$ cat config.mk
export PLATFORM = sky130hd
export DESIGN_NAME = bintr_top
export DESIGN_NICKNAME = d
export VERILOG_FILES = /design/src/hw/bintr_pkg.sv /design/src/hw/bintr_sync.sv /design/src/hw/bintr_top.sv
export SDC_FILE = /design/constraint.sdc
export NUM_CORES = 1
export LEC_CHECK = 0
export ABC_CLOCK_PERIOD_IN_PS = 7890
export BUFFER_PORTS_ARGS = -buffer_cell sky130_fd_sc_hd__buf_2
export CAP_MARGIN = 10
export CORE_MARGIN = 2
export CORE_UTILIZATION = 40
export CTS_CLUSTER_DIAMETER = 60
export DETAILED_ROUTE_END_ITERATION = 6
export GPL_TIMING_DRIVEN = 0
export PLACE_DENSITY_LB_ADDON = 0.15
export SLEW_MARGIN = 20
export SYNTH_ARGS = -nofsm -noshare
export SYNTH_HDL_FRONTEND = slang
export SYNTH_SLANG_ARGS = --single-unit
$ cat constraint.sdc
create_clock -name i_clk_sys -period 7.89 [get_ports i_clk_sys]
set_input_delay 0.3945 -clock i_clk_sys [delete_from_list [all_inputs] [get_ports i_clk_sys]]
set_output_delay 0.3945 -clock i_clk_sys [all_outputs]
set_load 0.1 [all_outputs]
$ cat src/hw/bintr_pkg.sv
// Purpose: shared constants and types of the four-source bus interrupter
// Assumes: 8-bit registers, three address lines, seven request levels
// Notes: control and vector field layout, reset values, fsm codes
package bintr_pkg;
  localparam int NUM_SRC = 4;
  localparam int LVL_W = 3;
  localparam int NUM_LVL = 7;
  localparam int DATA_W = 8;
  localparam int ADDR_W = 3;
  // control register field positions
  localparam int LVL_LSB = 0;
  localparam int BIT_AUTOCLR = 3;
  localparam int BIT_GATE = 4;
  localparam int BIT_EXT = 5;
  localparam int BIT_FAC = 6;
  localparam int BIT_FLAG = 7;
  // address bit that selects the vector bank
  localparam int ADDR_VEC_BIT = 2;
  // reset values
  localparam logic [7:0] CTRL_RST = 8'h00;
  localparam logic [7:0] VEC_RST = 8'h0F;
  localparam logic [2:0] LVL_OFF = 3'h0;

  typedef enum logic [4:0] {
    ST_IDLE   = 5'h01,
    ST_ACCESS = 5'h02,
    ST_VECTOR = 5'h04,
    ST_EXT    = 5'h08,
    ST_PASS   = 5'h10
  } bintr_state_type;
endpackage : bintr_pkg

$ cat src/hw/bintr_sync.sv
// Purpose: two-stage synchroniser for a group of pin inputs
// Assumes: inputs are asynchronous to i_clk_sys
// Notes: first stage feeds only the second stage
module bintr_sync #(
  parameter int WIDTH = 1,
  parameter logic [WIDTH-1:0] RST_VAL = '0
) (
  input wire logic i_clk_sys,
  input wire logic i_rstn,
  input wire logic i_ce,
  input wire logic [WIDTH-1:0] i_async,
  output logic [WIDTH-1:0] o_sync
);
  logic [WIDTH-1:0] stage1;
  logic [WIDTH-1:0] next_stage1;
  logic [WIDTH-1:0] next_sync;

  // hold both stages while the clock enable is low
  always_comb begin
    next_stage1 = i_ce ? i_async : stage1;
    next_sync = i_ce ? stage1 : o_sync;
  end

  // register both stages
  always_ff @(posedge i_clk_sys or negedge i_rstn) begin
    if (!i_rstn) begin
      stage1 <= RST_VAL;
      o_sync <= RST_VAL;
    end else begin
      stage1 <= next_stage1;
      o_sync <= next_sync;
    end
  end
endmodule : bintr_sync

$ cat src/hw/bintr_top.sv
// Purpose: bus interrupter for four local sources with vectored acknowledge
// Assumes: all bus pins asynchronous; open-collector pins driven via enables
// Notes: cs and iack low together perform the on-board reset
//
// Contract
// [RULE_01] serve four sources, active-low request inputs
// [RULE_02] raise request on the source's single level
// [RULE_03] acknowledge answers vector or passes daisy chain
// [RULE_04] drop request once its acknowledge serviced it
// [RULE_05] four vector registers supply acknowledge byte
// [RULE_06] four control registers hold level and gate
// [RULE_07] control register holds a software flag bit
// [RULE_08] all eight registers read and write
// [RULE_09] 8-bit data bus released when idle
// [RULE_10] level field zero disables, else line number
// [RULE_11] gate bit, auto-cleared when auto-clear bit set
// [RULE_12] external bit suppresses vector and acknowledge
// [RULE_13] reset clears control, vectors become 0F
// [RULE_14] request held while input active until acknowledged
module bintr_top #(
  parameter int N_SRC = bintr_pkg::NUM_SRC
) (
  input wire logic i_clk_sys,
  input wire logic i_rstn,
  input wire logic i_ce,
  input wire logic [3:0] i_local_irq_inputs_n,
  input wire logic i_cs_n,
  input wire logic i_iack_n,
  input wire logic i_iackin_n,
  input wire logic i_rw,
  input wire logic [2:0] i_addr,
  input wire logic [7:0] i_data,
  output logic [7:0] o_data,
  output logic o_data_oe,
  output logic o_dtack_oe,
  output logic [7:1] o_irq_oe,
  output logic o_iackout_n,
  output logic o_intae_n,
  output logic [1:0] o_intal
);
  generate
    if (N_SRC != 4) begin : g_bad_src
      $error("bintr_top supports exactly four sources");
    end
  endgenerate

  // synchronised pins
  logic [18:0] pins_sync;
  logic [3:0] local_act;
  logic cs, iack, iackin, rd;
  logic [2:0] addr;
  logic [7:0] din;

  bintr_sync #(
    .WIDTH(19),
    .RST_VAL(19'h0007F)
  ) u_sync (
    .i_clk_sys(i_clk_sys),
    .i_rstn(i_rstn),
    .i_ce(i_ce),
    .i_async({i_data, i_addr, i_rw, i_iackin_n, i_iack_n, i_cs_n,
              i_local_irq_inputs_n}),
    .o_sync(pins_sync)
  );

  // active-high views of the synchronised pins
  assign local_act = ~pins_sync[3:0]; // RULE_01
  assign cs = ~pins_sync[4];
  assign iack = ~pins_sync[5];
  assign iackin = ~pins_sync[6];
  assign rd = pins_sync[7];
  assign addr = pins_sync[10:8];
  assign din = pins_sync[18:11];

  logic [7:0] ctrl [4], vec [4], next_ctrl [4], next_vec [4];
  logic [3:0] done, next_done, pend;
  logic [7:1] next_irq;
  bintr_pkg::bintr_state_type st, next_st;
  logic [7:0] next_data;
  logic [1:0] next_intal, hit_idx;
  logic next_data_oe, soft_rst, hit, go_vec, go_ext, serve;

  // register select: low bank control, high bank vector
  function automatic logic [7:0] read_reg(input logic [2:0] a,
      input logic [7:0] c [4], input logic [7:0] v [4]);
    return a[bintr_pkg::ADDR_VEC_BIT] ? v[a[1:0]] : c[a[1:0]];
  endfunction : read_reg

  function automatic logic [2:0] lvl_of(input logic [7:0] c);
    return c[bintr_pkg::LVL_LSB +: bintr_pkg::LVL_W];
  endfunction : lvl_of

  // pending request per source, withheld once serviced
  always_comb begin
    for (int i = 0; i < 4; i++) begin
      pend[i] = local_act[i] && ctrl[i][bintr_pkg::BIT_GATE] // RULE_11
        && (lvl_of(ctrl[i]) != bintr_pkg::LVL_OFF) // RULE_10
        && !done[i]; // RULE_04 RULE_14
    end
  end

  // lowest-numbered pending source matching the acknowledged level
  always_comb begin
    hit = 1'b0;
    hit_idx = 2'h0;
    for (int i = 3; i >= 0; i--) begin
      if (pend[i] && lvl_of(ctrl[i]) == addr) begin
        hit = 1'b1;
        hit_idx = 2'(i);
      end
    end
  end

  assign soft_rst = cs && iack;
  assign serve = (st == bintr_pkg::ST_IDLE) && !soft_rst && iack
    && iackin && hit;
  assign go_ext = serve && ctrl[hit_idx][bintr_pkg::BIT_EXT]; // RULE_12
  assign go_vec = serve && !ctrl[hit_idx][bintr_pkg::BIT_EXT];

  // register file next values: writes, auto clears, on-board reset
  always_comb begin
    next_ctrl = ctrl;
    next_vec = vec;
    if (soft_rst) begin
      for (int i = 0; i < 4; i++) begin
        next_ctrl[i] = bintr_pkg::CTRL_RST; // RULE_13
        next_vec[i] = bintr_pkg::VEC_RST; // RULE_13
      end
    end else if (st == bintr_pkg::ST_IDLE && cs && !rd) begin
      if (addr[bintr_pkg::ADDR_VEC_BIT]) begin
        next_vec[addr[1:0]] = din; // RULE_05 RULE_08
      end else begin
        next_ctrl[addr[1:0]] = din; // RULE_06 RULE_07 RULE_08
      end
    end else if (serve) begin
      if (ctrl[hit_idx][bintr_pkg::BIT_AUTOCLR]) begin
        next_ctrl[hit_idx][bintr_pkg::BIT_GATE] = 1'b0; // RULE_11
      end
      if (ctrl[hit_idx][bintr_pkg::BIT_FAC]) begin
        next_ctrl[hit_idx][bintr_pkg::BIT_FLAG] = 1'b0; // RULE_07
      end
    end
  end

  // registers hold their value while the clock enable is low
  always_ff @(posedge i_clk_sys or negedge i_rstn) begin
    if (!i_rstn) begin
      for (int i = 0; i < 4; i++) begin
        ctrl[i] <= bintr_pkg::CTRL_RST; // RULE_13
        vec[i] <= bintr_pkg::VEC_RST;
      end
    end else if (i_ce) begin
      ctrl <= next_ctrl;
      vec <= next_vec;
    end
  end

  // serviced marks and request lines
  always_comb begin
    next_irq = 7'h00;
    for (int i = 0; i < 4; i++) begin
      next_done[i] = (done[i] && local_act[i]) // RULE_04
        || (serve && hit_idx == 2'(i));
      if (soft_rst) begin
        next_done[i] = 1'b0;
      end
      for (int l = 1; l <= bintr_pkg::NUM_LVL; l++) begin
        if (pend[i] && lvl_of(ctrl[i]) == 3'(l)) begin
          next_irq[l] = 1'b1; // RULE_02 RULE_14
        end
      end
    end
  end

  always_ff @(posedge i_clk_sys or negedge i_rstn) begin
    if (!i_rstn) begin
      done <= 4'h0;
      o_irq_oe <= 7'h00;
    end else if (i_ce) begin
      done <= next_done;
      o_irq_oe <= next_irq;
    end
  end

  // bus cycle sequencer
  always_comb begin
    next_st = st;
    next_data = o_data;
    next_data_oe = o_data_oe;
    next_intal = o_intal;
    unique case (st)
      bintr_pkg::ST_IDLE: begin
        if (soft_rst) begin
          next_st = bintr_pkg::ST_IDLE;
        end else if (cs) begin
          next_st = bintr_pkg::ST_ACCESS;
          next_data_oe = rd; // RULE_09
          next_data = read_reg(addr, ctrl, vec); // RULE_08
        end else if (go_vec) begin
          next_st = bintr_pkg::ST_VECTOR; // RULE_03
          next_data_oe = 1'b1;
          next_data = vec[hit_idx]; // RULE_05
        end else if (go_ext) begin
          next_st = bintr_pkg::ST_EXT; // RULE_12
          next_intal = hit_idx;
        end else if (iack && iackin) begin
          next_st = bintr_pkg::ST_PASS; // RULE_03
        end
      end
      bintr_pkg::ST_ACCESS: begin
        if (!cs) begin
          next_st = bintr_pkg::ST_IDLE;
          next_data_oe = 1'b0; // RULE_09
        end
      end
      bintr_pkg::ST_VECTOR, bintr_pkg::ST_EXT, bintr_pkg::ST_PASS: begin
        if (!iack) begin
          next_st = bintr_pkg::ST_IDLE;
          next_data_oe = 1'b0; // RULE_09
        end
      end
      default: begin
        next_st = bintr_pkg::ST_IDLE;
        next_data_oe = 1'b0;
      end
    endcase
  end

  always_ff @(posedge i_clk_sys or negedge i_rstn) begin
    if (!i_rstn) begin
      st <= bintr_pkg::ST_IDLE;
      o_data <= 8'h00;
      o_data_oe <= 1'b0;
      o_intal <= 2'h0;
    end else if (i_ce) begin
      st <= next_st;
      o_data <= next_data;
      o_data_oe <= next_data_oe;
      o_intal <= next_intal;
    end
  end

  // handshake outputs from the state register
  assign o_dtack_oe = (st == bintr_pkg::ST_ACCESS)
    || (st == bintr_pkg::ST_VECTOR); // RULE_12
  assign o_iackout_n = (st != bintr_pkg::ST_PASS); // RULE_03
  assign o_intae_n = (st != bintr_pkg::ST_EXT);
endmodule : bintr_top

### Word-level counts from Yosys, hierarchy flattened

Cells that the tools add are included.
W data, S select, Z words.

| cells by class | value |
|---|---|
| magnitude comparators | 4 |
| equal/unequal tests | 49 |
| muxes and demuxes | 89 |
| bitwise gates (word level) | 12 |
| reductions and logical operators | 91 |

Operators by type and width:

| operator | number |
|---|---|
| $mux W32 | 12 |
| $mux W8 | 11 |
| $and A32 B32 Y32 | 2 |
| $bmux W8 S2 | 4 |
| $bwmux W32 | 2 |
| $logic_and A1 B1 Y1 | 64 |
| $not A32 Y32 | 2 |
| $demux W8 S2 | 3 |
| $eq A3 B3 Y1 const B | 16 |
| $mux W1 | 41 |
| $mux W5 | 8 |
| $eq A3 B2 Y1 const B | 8 |
| $pmux W5 S3 | 1 |
| $reduce_bool A3 Y1 | 5 |
| $mux W7 | 2 |
| $eq A3 B1 Y1 const B | 4 |
| $eq A3 B3 Y1 | 4 |
| $mux W2 | 4 |
| $reduce_and A4 Y1 | 2 |
| $logic_not A1 Y1 | 7 |
| $ge A3 B3 Y1 const B | 2 |
| $lt A3 B1 Y1 const B | 2 |
| $ne A3 B3 Y1 const B | 2 |
| $ne A6 B6 Y1 const B | 1 |
| 22 further kinds | 36 |

| storage, ports and cells | value |
|---|---|
| flip-flop bits (word level) | 129 |
| bits of input ports | 22 |
| output and inout bits | 21 |
| logic and storage cells | 261 |

### Logic depth before layout (Yosys ltp)

Gate-level depths: netlist of run 1.

| depth | value |
|---|---|
| word-level depth | 25 |
| mapped depth | 10 |
| depth with buffers taken out | 7 |

### Hierarchy

From an unflattened synthesis of run 1, not the netlist that was laid out.

| unflattened totals | value |
|---|---|
| cells, all modules | 630 |
| area total of the unflattened synthesis | 6,999.2 µm² |

Modules (own cells, without submodules):

| module | instances | cells an instance | area each (µm²) | sequential area each (µm²) |
|---|---|---|---|---|
| bintr_top | 1 | 550 | 5,489.0 | 2,298.5 |
| bintr_sync | 1 | 80 | 1,510.2 | 968.4 |

### Worst setup path after synthesis of run 1

No wires, ideal clock.

| timing path | value |
|---|---|
| path kind | reg-to-output |
| from | register st[2] |
| to | output port o_dtack_oe |
| arrival time | 3.491 ns |
| data required time | 7.495 ns |
| path slack | 4.004 ns |
| cell stages (with the launch flop) | 4 |
| buffers on the path | 1 |
| path through | dfrtp_1 clkbuf_1 xnor2_1 nor4_1 |

| on the way | value |
|---|---|
| longest elaborated chain between the ends | 2 |
| elaborated cells between the ends (all ways) | 3 |
| classes of those cells | eq/ne: 2; reduce/logical: 1 |

RTL lines:

| element | RTL line | source |
|---|---|---|
| from (decl) | bintr_top.sv:78 | `bintr_pkg::bintr_state_type st, next_st;` |
| from (signal assigned) | bintr_top.sv:231 | `st <= bintr_pkg::ST_IDLE;` |
| from (signal assigned) | bintr_top.sv:236 | `st <= next_st;` |
| $eq A5 B2 Y1 / $eq A5 B3 Y1 (equally long branches) | bintr_top.sv:244, bintr_top.sv:245 |  |
| $logic_or A1 B1 Y1 * | bintr_top.sv:245 | `\|\| (st == bintr_pkg::ST_VECTOR);` |
| to (decl) | bintr_top.sv:35 | `output logic o_dtack_oe,` |

Mark *: on every way between the ends. The rest lies on a longest branch, timed or not.

### Worst setup path in the final report of run 1

| timing path | value |
|---|---|
| from | register u_sync.o_sync[10] |
| to | register ctrl[12] (netlist name) |

| on the way | value |
|---|---|
| longest elaborated chain between the ends | 22 |
| elaborated cells between the ends (all ways) | 42 |
| classes of those cells | order compare: 2; eq/ne: 5; mux: 22; bitwise: 5; reduce/logical: 8 |

RTL lines:

| element | RTL line | source |
|---|---|---|
| from (decl) | bintr_sync.sv:12 | `output logic [WIDTH-1:0] o_sync` |
| from (signal assigned) | bintr_sync.sv:31 | `o_sync <= next_sync;` |
| $eq A3 B3 Y1 | bintr_top.sv:107 | `if (pend[i] && lvl_of(ctrl[i]) == addr) begin` |
| $logic_and A1 B1 Y1 | bintr_top.sv:107 |  |
| $mux W2 (4 in series) | bintr_top.sv:107 |  |
| $not A2 Y3 (implied by the code) | n/a |  |
| $ge A3 B3 Y1 (implied by the code) / $lt A3 B1 Y1 (equally long branches) | bintr_top.sv:137 | `next_ctrl[hit_idx][bintr_pkg::BIT_GATE] = 1'b0;` |
| $logic_and A1 B1 Y1 (implied by the code) | bintr_top.sv:137 |  |
| $mux W5 (implied by the code) | bintr_top.sv:137 |  |
| $demux W8 S2 | bintr_top.sv:137 |  |
| [... 3 more ...] | n/a |  |
| $mux W32 | bintr_top.sv:135 | `end else if (serve) begin` |
| $mux W32 | bintr_top.sv:129 | `end else if (st == bintr_pkg::ST_IDLE && cs && !rd) begin` |
| $mux W32 | bintr_top.sv:124 | `if (soft_rst) begin` |
| $and A32 B32 Y32 (no source line) | n/a |  |
| $mux W32 | bintr_top.sv:139 | `if (ctrl[hit_idx][bintr_pkg::BIT_FAC]) begin` |
| $mux W32 | bintr_top.sv:135 |  |
| $mux W32 | bintr_top.sv:129 |  |
| $mux W32 | bintr_top.sv:124 |  |
| to (signal, indexed assignment) | bintr_top.sv:149 | `ctrl[i] <= bintr_pkg::CTRL_RST;` |
| to (signal assigned) | bintr_top.sv:153 | `ctrl <= next_ctrl;` |
| to (decl) | bintr_top.sv:75 | `logic [7:0] ctrl [4], vec [4], next_ctrl [4], next_vec [4];` |

Several ways; a longest one is shown, not always the timed one. The select of a mux whose other input is x is not followed.
A chain may end at the register's enable or synchronous reset.

==> summary.md, run 1 <==
| Metric | Value |
|---|---|
| CTS tree | `yes` |
| Vias in the first global route | `5230` |
| Diodes inserted | `0` |
| Most common cell after layout, fill and taps aside | `dfrtp_1` |
| Netlist Area Pre-Place | `6700 sq um` |
| IO Pins | `43` |
| Largest family of logic cells by synthesized area | `compound AO/OA/AOI/OAI gates` |
| Final hold violations | `0` |
| Die outline area | `17800 sq um` |
| FFs w/ async S/R, synth | `100%` |
| Setup repair bufs after CTS | `0` |
| First-pass GRT wire length | `29500 um` |
| Sum of negative setup slack | `0 ps` |
| Critical path capture point type | `register` |
| Final nets | `670` |
| Seq/Total Area, Yosys | `48.8%` |
| Reg area | `3270 sq um` |
| # rows | `47` |
| Unrepaired setup endpoints after global routing | `no` |
| DRT Pass-1 Iters | `6` |
| Max IR drop VDD | `0.178 mV` |
| Post-DP HPWL | `13100 um` |
| XOR/XNOR share of the synthesized area | `1.31%` |
| Post-synthesis mux area share | `14.8%` |
| Seq pwr share | `37.3%` |
| Synth Area in Simple Gates | `11.6%` |
| Yosys warns | `0` |
| DRC Markers | `0` |
| Reg2reg start | `u_sync.o_sync[10]$_DFFE_PN0P_` |
| Int Power | `1.57 mW` |
| Fraction of layout cells with a size suffix above 1 | `27.8%` |
| Final wirelength | `18500 um` |
| Post-route ant nets | `0` |
| Hold Crit Start | `i_data[1]` |
| Multi-input logic area | `3230 sq um` |
| Fillers | `1552` |
| Largest net degree at the start of global routing | `99` |
| Final Util | `47.6%` |
| Post-CTS sizing | `0` |
| Sw Pwr | `0.841 mW` |
| GR Overflow Total | `0` |
| Layout Area Growth over Synthesis | `17.0%` |
| Synthesized Nets | `608` |
| Routability cong. | `0.900` |
| Clk pwr share | `34.2%` |
| PwrDens | `307 nW/um^2` |
| Synth Area in Compound Gates | `20.6%` |
| Hold crit path type | `primary input to register` |
| Worst-Skew Late Latency | `420 ps` |
| CTS Buf Count | `17` |
| Worst-path clk slew | `50 ps` |
| Synth Area in Adders | `0%` |
| Clk sink count | `129` |
| Yosys reg bits | `129` |
| Bufs on Longest Clock Path | `2` |
| Die Ht | `133 um` |
| Most frequent cells in the layout | `dfrtp_1 (98), nand2_1 (76), buf_2 (44)` |
| LEAKAGE | `3.22 nW` |
| Syn avg cell area | `11.4 sq um` |
| CTS Hold Bufs | `1` |
| Crit Path Category | `register to register` |
| H-tree levels | `4` |
| Share of total power in combinational logic | `28.6%` |
| Top FF cell, synth | `dfrtp_1` |
| Max-Cap Viols | `0` |
| Initial Util | `40.7%` |
| Initial antenna violation count | `0` |
| Rel. slew slack | `35.5%` |
| Cells after Synth | `586` |
| Least-Margin Pin Slew | `967 ps` |
| Via density | `6.02` |
| Critical path startpoint category | `register` |
| Cell variety after synth | `64` |
| Horiz. Die Dim | `133 um` |
| Via count | `5307` |
| Final Max Tran Viols | `0` |
| Highest Clock Rate | `0.289 GHz` |
| Layout Skew | `12.8 ps` |
| Initial DRC Count | `495` |
| Period minus WS final | `3460 ps` |
| Outcome | `finished, final reports clean` |
| Arr. time, crit path | `3760 ps` |
| Crit path from | `u_sync.o_sync[10]$_DFFE_PN0P_` |
| Net Sw Frac | `34.9%` |
| Worst Path Max Fanout | `10` |
| Core region area | `16500 sq um` |
| Required @ worst endpoint | `8190 ps` |
| Post-synth EDFFs | `0` |
| IO Port Bufs | `41` |
| All-Layer GR Usage | `21.7%` |
| Final setup vio count | `0` |
| Final Cycle Share | `43.9%` |
| Per-cell routed wire length | `21.0 um` |
| Final Power | `2.41 mW` |
| Root buffer selected by CTS | `clkbuf_16` |
[logic make-up (layout without fill, tap and decap cells)]
kind of cell | count (synthesis) | in the layout
simple gates | 159 | 159
flops | 129 | 129
mux | 70 | 70
buf+inv | 50 | 125
xor+xnor | 10 | 10
compound gates | 168 | 168
[synth_stat cells, types with 2 or more instances]
| cell | instances | share of area (%) |
|---|---|---|
| dfrtp_1 | 98 | 37 |
| nand2_1 | 76 | 4.3 |
| mux2_2 | 38 | 6.4 |
| o21ai_0 | 34 | 2.5 |
| dfstp_2 | 31 | 12 |
| nor2_1 | 27 | 1.5 |
| clkbuf_1 | 26 | 1.5 |
| a22o_1 | 24 | 3.1 |
| mux4_2 | 16 | 5.4 |
| o32a_1 | 16 | 2.4 |
| o22ai_1 | 14 | 1.3 |
| a21oi_1 | 11 | 0.82 |
| a221oi_1 | 10 | 1.3 |
| buf_1 | 10 | 0.56 |
| nor3_1 | 10 | 0.75 |
| a211o_1 | 8 | 1.0 |
| a32o_1 | 8 | 1.2 |
| a32oi_1 | 8 | 1.0 |
| mux2_4 | 8 | 1.8 |
| mux2i_1 | 8 | 1.2 |
| nand2b_1 | 8 | 0.75 |
| xor2_1 | 8 | 1.0 |
| inv_1 | 7 | 0.39 |
| nor4_1 | 7 | 0.65 |
| and2_1 | 5 | 0.47 |
| o21a_1 | 5 | 0.56 |
| buf_2 | 4 | 0.30 |
| or4_1 | 4 | 0.45 |
| a31o_2 | 3 | 0.39 |
| and3_1 | 3 | 0.28 |
| nand3_1 | 3 | 0.22 |
| nand4bb_1 | 3 | 0.50 |
| o21ai_1 | 3 | 0.22 |
| o41a_1 | 3 | 0.50 |
| o41ai_4 | 3 | 1.2 |
| or4b_1 | 3 | 0.45 |
| a21o_1 | 2 | 0.22 |
| nand4_1 | 2 | 0.19 |
| nor2b_1 | 2 | 0.19 |
| o211ai_1 | 2 | 0.22 |
| xnor2_1 | 2 | 0.26 |
[final timing paths]
check	end	cells after the start	slack (ps)
worst max register to register	ctrl[12]$_DFFE_PN0P_	8	4430
worst min register to register	u_sync.o_sync[8]$_DFFE_PN0P_	2	490
worst max-delay path	ctrl[12]$_DFFE_PN0P_	8	4430
worst min-delay path	u_sync.stage1[12]$_DFFE_PN0P_	2	200
min in group asynchronous	u_sync.o_sync[7]$_DFFE_PN0P_	2	420
max in group asynchronous	vec[3]$_DFFE_PN1P_	3	6700
[registers in the layout, summed over array words and instances, names as in the netlist]
signal         count
o_irq_oe           7
o_intal            2
ctrl              32
o_data             8
o_data_oe          1
st                 5
vec               32
done               4
u_sync.stage1     19
u_sync.o_sync     19
[routing by layer]
layer  wire [um]  GRT usage [%]  vias up
li1            -              -     2366
met1        8430           30.8     2650
met2        8290           32.6      247
met3        1260           4.72       44
met4         507           8.63        0
met5           0              0        -
[final cells by class]
cell class | count | share of cell area [%]
Sequential cell | 129 | 41.7
Multi-Input combinational cell | 407 | 41.2
Clock buffer | 21 | 5.74
Tap cell | 220 | 3.51
Timing Repair Buffer | 43 | 3.22
Buffer | 42 | 2.22
Clock inverter | 11 | 2.07
Inverter | 8 | 0.383
[stage by stage]
stage	instance area (sq um)	hold slack, ps	worst slack (ps)	std cells
after floorplan	6700	98.9	4000	586
after global placement	7180	474	4440	847
after detailed placement	7220	276	4470	848
after CTS	7840	193	4470	881
after global routing	7840	195	4200	881
final	7840	201	4430	881
[critical path, stage by stage (launching register included)]
cell and delay (ps):
dfrtp_1 350, clkbuf_1 420, mux2_2 430, o41a_1 440, nor3_1 370, clkbuf_1 560, o21ai_0 260, a211o_1 320
a22o_1 180
[power groups by stage]
stage	logic, mW	registers, mW	clock network [mW]
2_1_floorplan	0.365	1.05	0
3_3_place_gp	0.675	0.899	0
3_5_place_dp	0.685	0.907	0
4_1_cts	0.688	0.897	0.834
5_1_grt	0.733	0.914	0.870
6_report	0.688	0.898	0.823
Note: power is estimated with default switching activity, not from simulation.
==> inputs of run 2 (changes only) <==
--- a/config.mk
+++ b/config.mk
@@ -5,7 +5,7 @@
 export SDC_FILE = /design/constraint.sdc
 export NUM_CORES = 1
 export LEC_CHECK = 0
-export ABC_CLOCK_PERIOD_IN_PS = 7890
+export ABC_CLOCK_PERIOD_IN_PS = 3250
 export BUFFER_PORTS_ARGS = -buffer_cell sky130_fd_sc_hd__buf_2
 export CAP_MARGIN = 10
 export CORE_MARGIN = 2
==> constraint.sdc (replaced) <==
create_clock -name i_clk_sys -period 3.25 [get_ports i_clk_sys]
set_input_delay 0.1625 -clock i_clk_sys [delete_from_list [all_inputs] [get_ports i_clk_sys]]
set_output_delay 0.1625 -clock i_clk_sys [all_outputs]
set_load 0.1 [all_outputs]
==> summary.md, run 2 (synthesis gave the netlist of run 1 again) <==
| Metric | Value |
|---|---|
| Post-DP HPWL | `13200 um (was 13100 um)` |
| Final Cycle Share | `97.0% (was 43.9%)` |
| Setup ws final | `98.8 ps (was 4430 ps)` |
| Diodes inserted | `0 (unchanged)` |
| Die outline area | `17800 sq um (unchanged)` |
| IO Pins | `43 (unchanged)` |
| Final Max Tran Viols | `0 (unchanged)` |
| CTS tree | `yes (unchanged)` |
| Max IR drop VDD | `0.524 mV (was 0.178 mV)` |
| Clk sink count | `129 (unchanged)` |
| Required @ worst endpoint | `3620 ps (was 8190 ps)` |
| Most common cell after layout, fill and taps aside | `dfrtp_1 (unchanged)` |
| Worst path slowest cell | `or4_1 (was clkbuf_1)` |
| Hold crit path type | `primary input to async pin (was primary input to register)` |
| Critical path capture point type | `register (unchanged)` |
| Period minus WS final | `3150 ps (was 3460 ps)` |
| Routability cong. | `0.895 (was 0.900)` |
| Final nets | `690 (was 670)` |
| DRC Markers | `0 (unchanged)` |
| Per-cell routed wire length | `21.1 um (was 21.0 um)` |
| Worst-Skew Late Latency | `430 ps (was 420 ps)` |
| Highest Clock Rate | `0.317 GHz (was 0.289 GHz)` |
| # rows | `47 (unchanged)` |
| WL met2 | `8860 um (was 8290 um)` |
| DR WL met3 | `1080 um (was 1260 um)` |
| Arr. time, crit path | `3520 ps (was 3760 ps)` |
| Post-route ant nets | `0 (unchanged)` |
| IO Port Bufs | `41 (unchanged)` |
| Fillers | `1499 (was 1552)` |
| WHS | `179 ps (was 201 ps)` |
| Outcome | `finished, final reports clean (unchanged)` |
| Via count | `5416 (was 5307)` |
| Fraction of layout cells with a size suffix above 1 | `29.1% (was 27.8%)` |
| Layout Skew | `6.42 ps (was 12.8 ps)` |
| Top Metal Used | `met4 (unchanged)` |
| Die Ht | `133 um (unchanged)` |
| Worst path bufs/invs | `3 (was 2)` |
| Post-place setup slack | `-274 ps (was 4470 ps)` |
| Largest registers | `ctrl: 32 flops, vec: 32 flops (unchanged)` |
| CTS Buf Count | `17 (unchanged)` |
| LEAKAGE | `3.31 nW (was 3.22 nW)` |
| Bufs on Longest Clock Path | `2 (unchanged)` |
| PwrDens | `710 nW/um^2 (was 307 nW/um^2)` |
| Unrepaired setup endpoints after global routing | `no (unchanged)` |
| Crit Path Category | `register to register (unchanged)` |
| Most frequent cells in the layout | `dfrtp_1 (98), nand2_1 (76), buf_2 (45) (was dfrtp_1 (98), nand2_1 (76), buf_2 (44))` |
| Final hold violations | `0 (unchanged)` |
| First-pass GRT wire length | `30600 um (was 29500 um)` |
| Vias in the first global route | `5345 (was 5230)` |
| GR Overflow Total | `0 (unchanged)` |
| Final Power | `5.73 mW (was 2.41 mW)` |
| Least-Margin Pin Slew | `977 ps (was 967 ps)` |
| CP delay by family, top | `buffers and inverters (was compound AO/OA/AOI/OAI gates)` |
| Initial Util | `40.7% (unchanged)` |
| Metal-1 WL | `8650 um (was 8430 um)` |
| Largest net degree at the start of global routing | `98 (was 99)` |
| All-Layer GR Usage | `22.5% (was 21.7%)` |
| CP max stage delay | `620 ps (was 560 ps)` |
| Max-Cap Viols | `0 (unchanged)` |
| Worst Path Max Fanout | `10 (unchanged)` |
| Final Util | `49.0% (was 47.6%)` |
| Via density | `6.01 (was 6.02)` |
| Critical path startpoint category | `register (unchanged)` |
| Initial DRC Count | `603 (was 495)` |
| CP Cell Sequence | `buf_2 > inv_1 > or4_1 > o41a_1 > o31ai_4 > clkbuf_1 > nand2_1 > a32oi_1 > mux2_4 (was clkbuf_1 > mux2_2 > o41a_1 > nor3_1 > clkbuf_1 > o21ai_0 > a211o_1 > a22o_1)` |
| Final wirelength | `19000 um (was 18500 um)` |
| Horiz. Die Dim | `133 um (unchanged)` |
| Worst-path clk slew | `60 ps (was 50 ps)` |
| Initial antenna violation count | `0 (unchanged)` |
| DRT Pass-1 Iters | `5 (was 6)` |
| Rel. slew slack | `34.9% (was 35.5%)` |
| Core region area | `16500 sq um (unchanged)` |
| Final setup vio count | `0 (unchanged)` |
| H-tree levels | `4 (unchanged)` |
| Root buffer selected by CTS | `clkbuf_16 (unchanged)` |
| Layout Area Growth over Synthesis | `20.3% (was 17.0%)` |
## run 2: cell types whose count changed in the layout (fill, tap and decap cells not counted), moves of 2 or more
cell | before | now
clkinv_4 | 0 | 5
buf_4 | 1 | 3
inv_6 | 0 | 2
bufinv_16 | 4 | 1
clkinvlp_4 | 3 | 5
clkbuf_2 | 0 | 2
dlygate4sd3_1 | 1 | 20
clkinv_2 | 4 | 2
clkbuf_1 | 29 | 21
## run 2: where the power goes
group,internal (mW),switching (mW),total (mW)
registers,1.97,0.216,2.18
logic,0.566,1.15,1.71
clock network,1.06,0.772,1.83
## run 2: layout make-up
| cell class | instances | area (sq um) | area share [%] |
|---|---|---|---|
| multi-input combinational | 407 | 3270 | 40.5 |
| clock inverter | 15 | 139 | 1.72 |
| buffer | 40 | 178 | 2.20 |
| tap | 220 | 275 | 3.42 |
| clock buffer | 17 | 425 | 5.28 |
| timing repair buffer | 65 | 478 | 5.93 |
| sequential | 129 | 3270 | 40.5 |
| inverter | 8 | 30.0 | 0.373 |
## run 2: final timing paths
kind	from	slack [ps]	end	depth (start not counted)
max in group asynchronous	i_rstn	2290	vec[3]$_DFFE_PN1P_	3
min in group i_clk_sys	u_sync.stage1[8]$_DFFE_PN0P_	490	u_sync.o_sync[8]$_DFFE_PN0P_	2
worst max-delay path	u_sync.o_sync[8]$_DFFE_PN0P_	100	o_data[0]$_DFFE_PN0P_	9
worst min-delay path	i_rstn	180	o_irq_oe[5]$_DFFE_PN0P_	2
worst max register to register	u_sync.o_sync[8]$_DFFE_PN0P_	100	o_data[0]$_DFFE_PN0P_	9
worst min register to register	u_sync.stage1[8]$_DFFE_PN0P_	490	u_sync.o_sync[8]$_DFFE_PN0P_	2
## run 2: timing repair
action	4_1_cts	5_1_grt
pin swaps	1	1
hold endpoints to repair	61	0
buffers inserted	1	2
gates resized for setup	5	7
gates cloned	0	0
hold buffers	20	0
setup endpoints to repair	40	39
## run 2: routing by layer
layer | vias to the layer above | track usage [%]
met4 | 0 | 7.68
met3 | 36 | 4.19
met5 | - | 0
met2 | 235 | 35.3
li1 | 2417 | -
met1 | 2728 | 31.7
## run 2: metrics by stage
| step | area (sq um) | setup TNS (ps) | instances |
|---|---|---|---|
| 2_1_floorplan | 6710 | 0 | 586 |
| 3_3_place_gp | 7190 | -3130 | 847 |
| 3_5_place_dp | 7220 | -5580 | 848 |
| 4_1_cts | 8030 | 0 | 901 |
| 5_1_grt | 8060 | 0 | 901 |
| 6_report | 8060 | 0 | 901 |
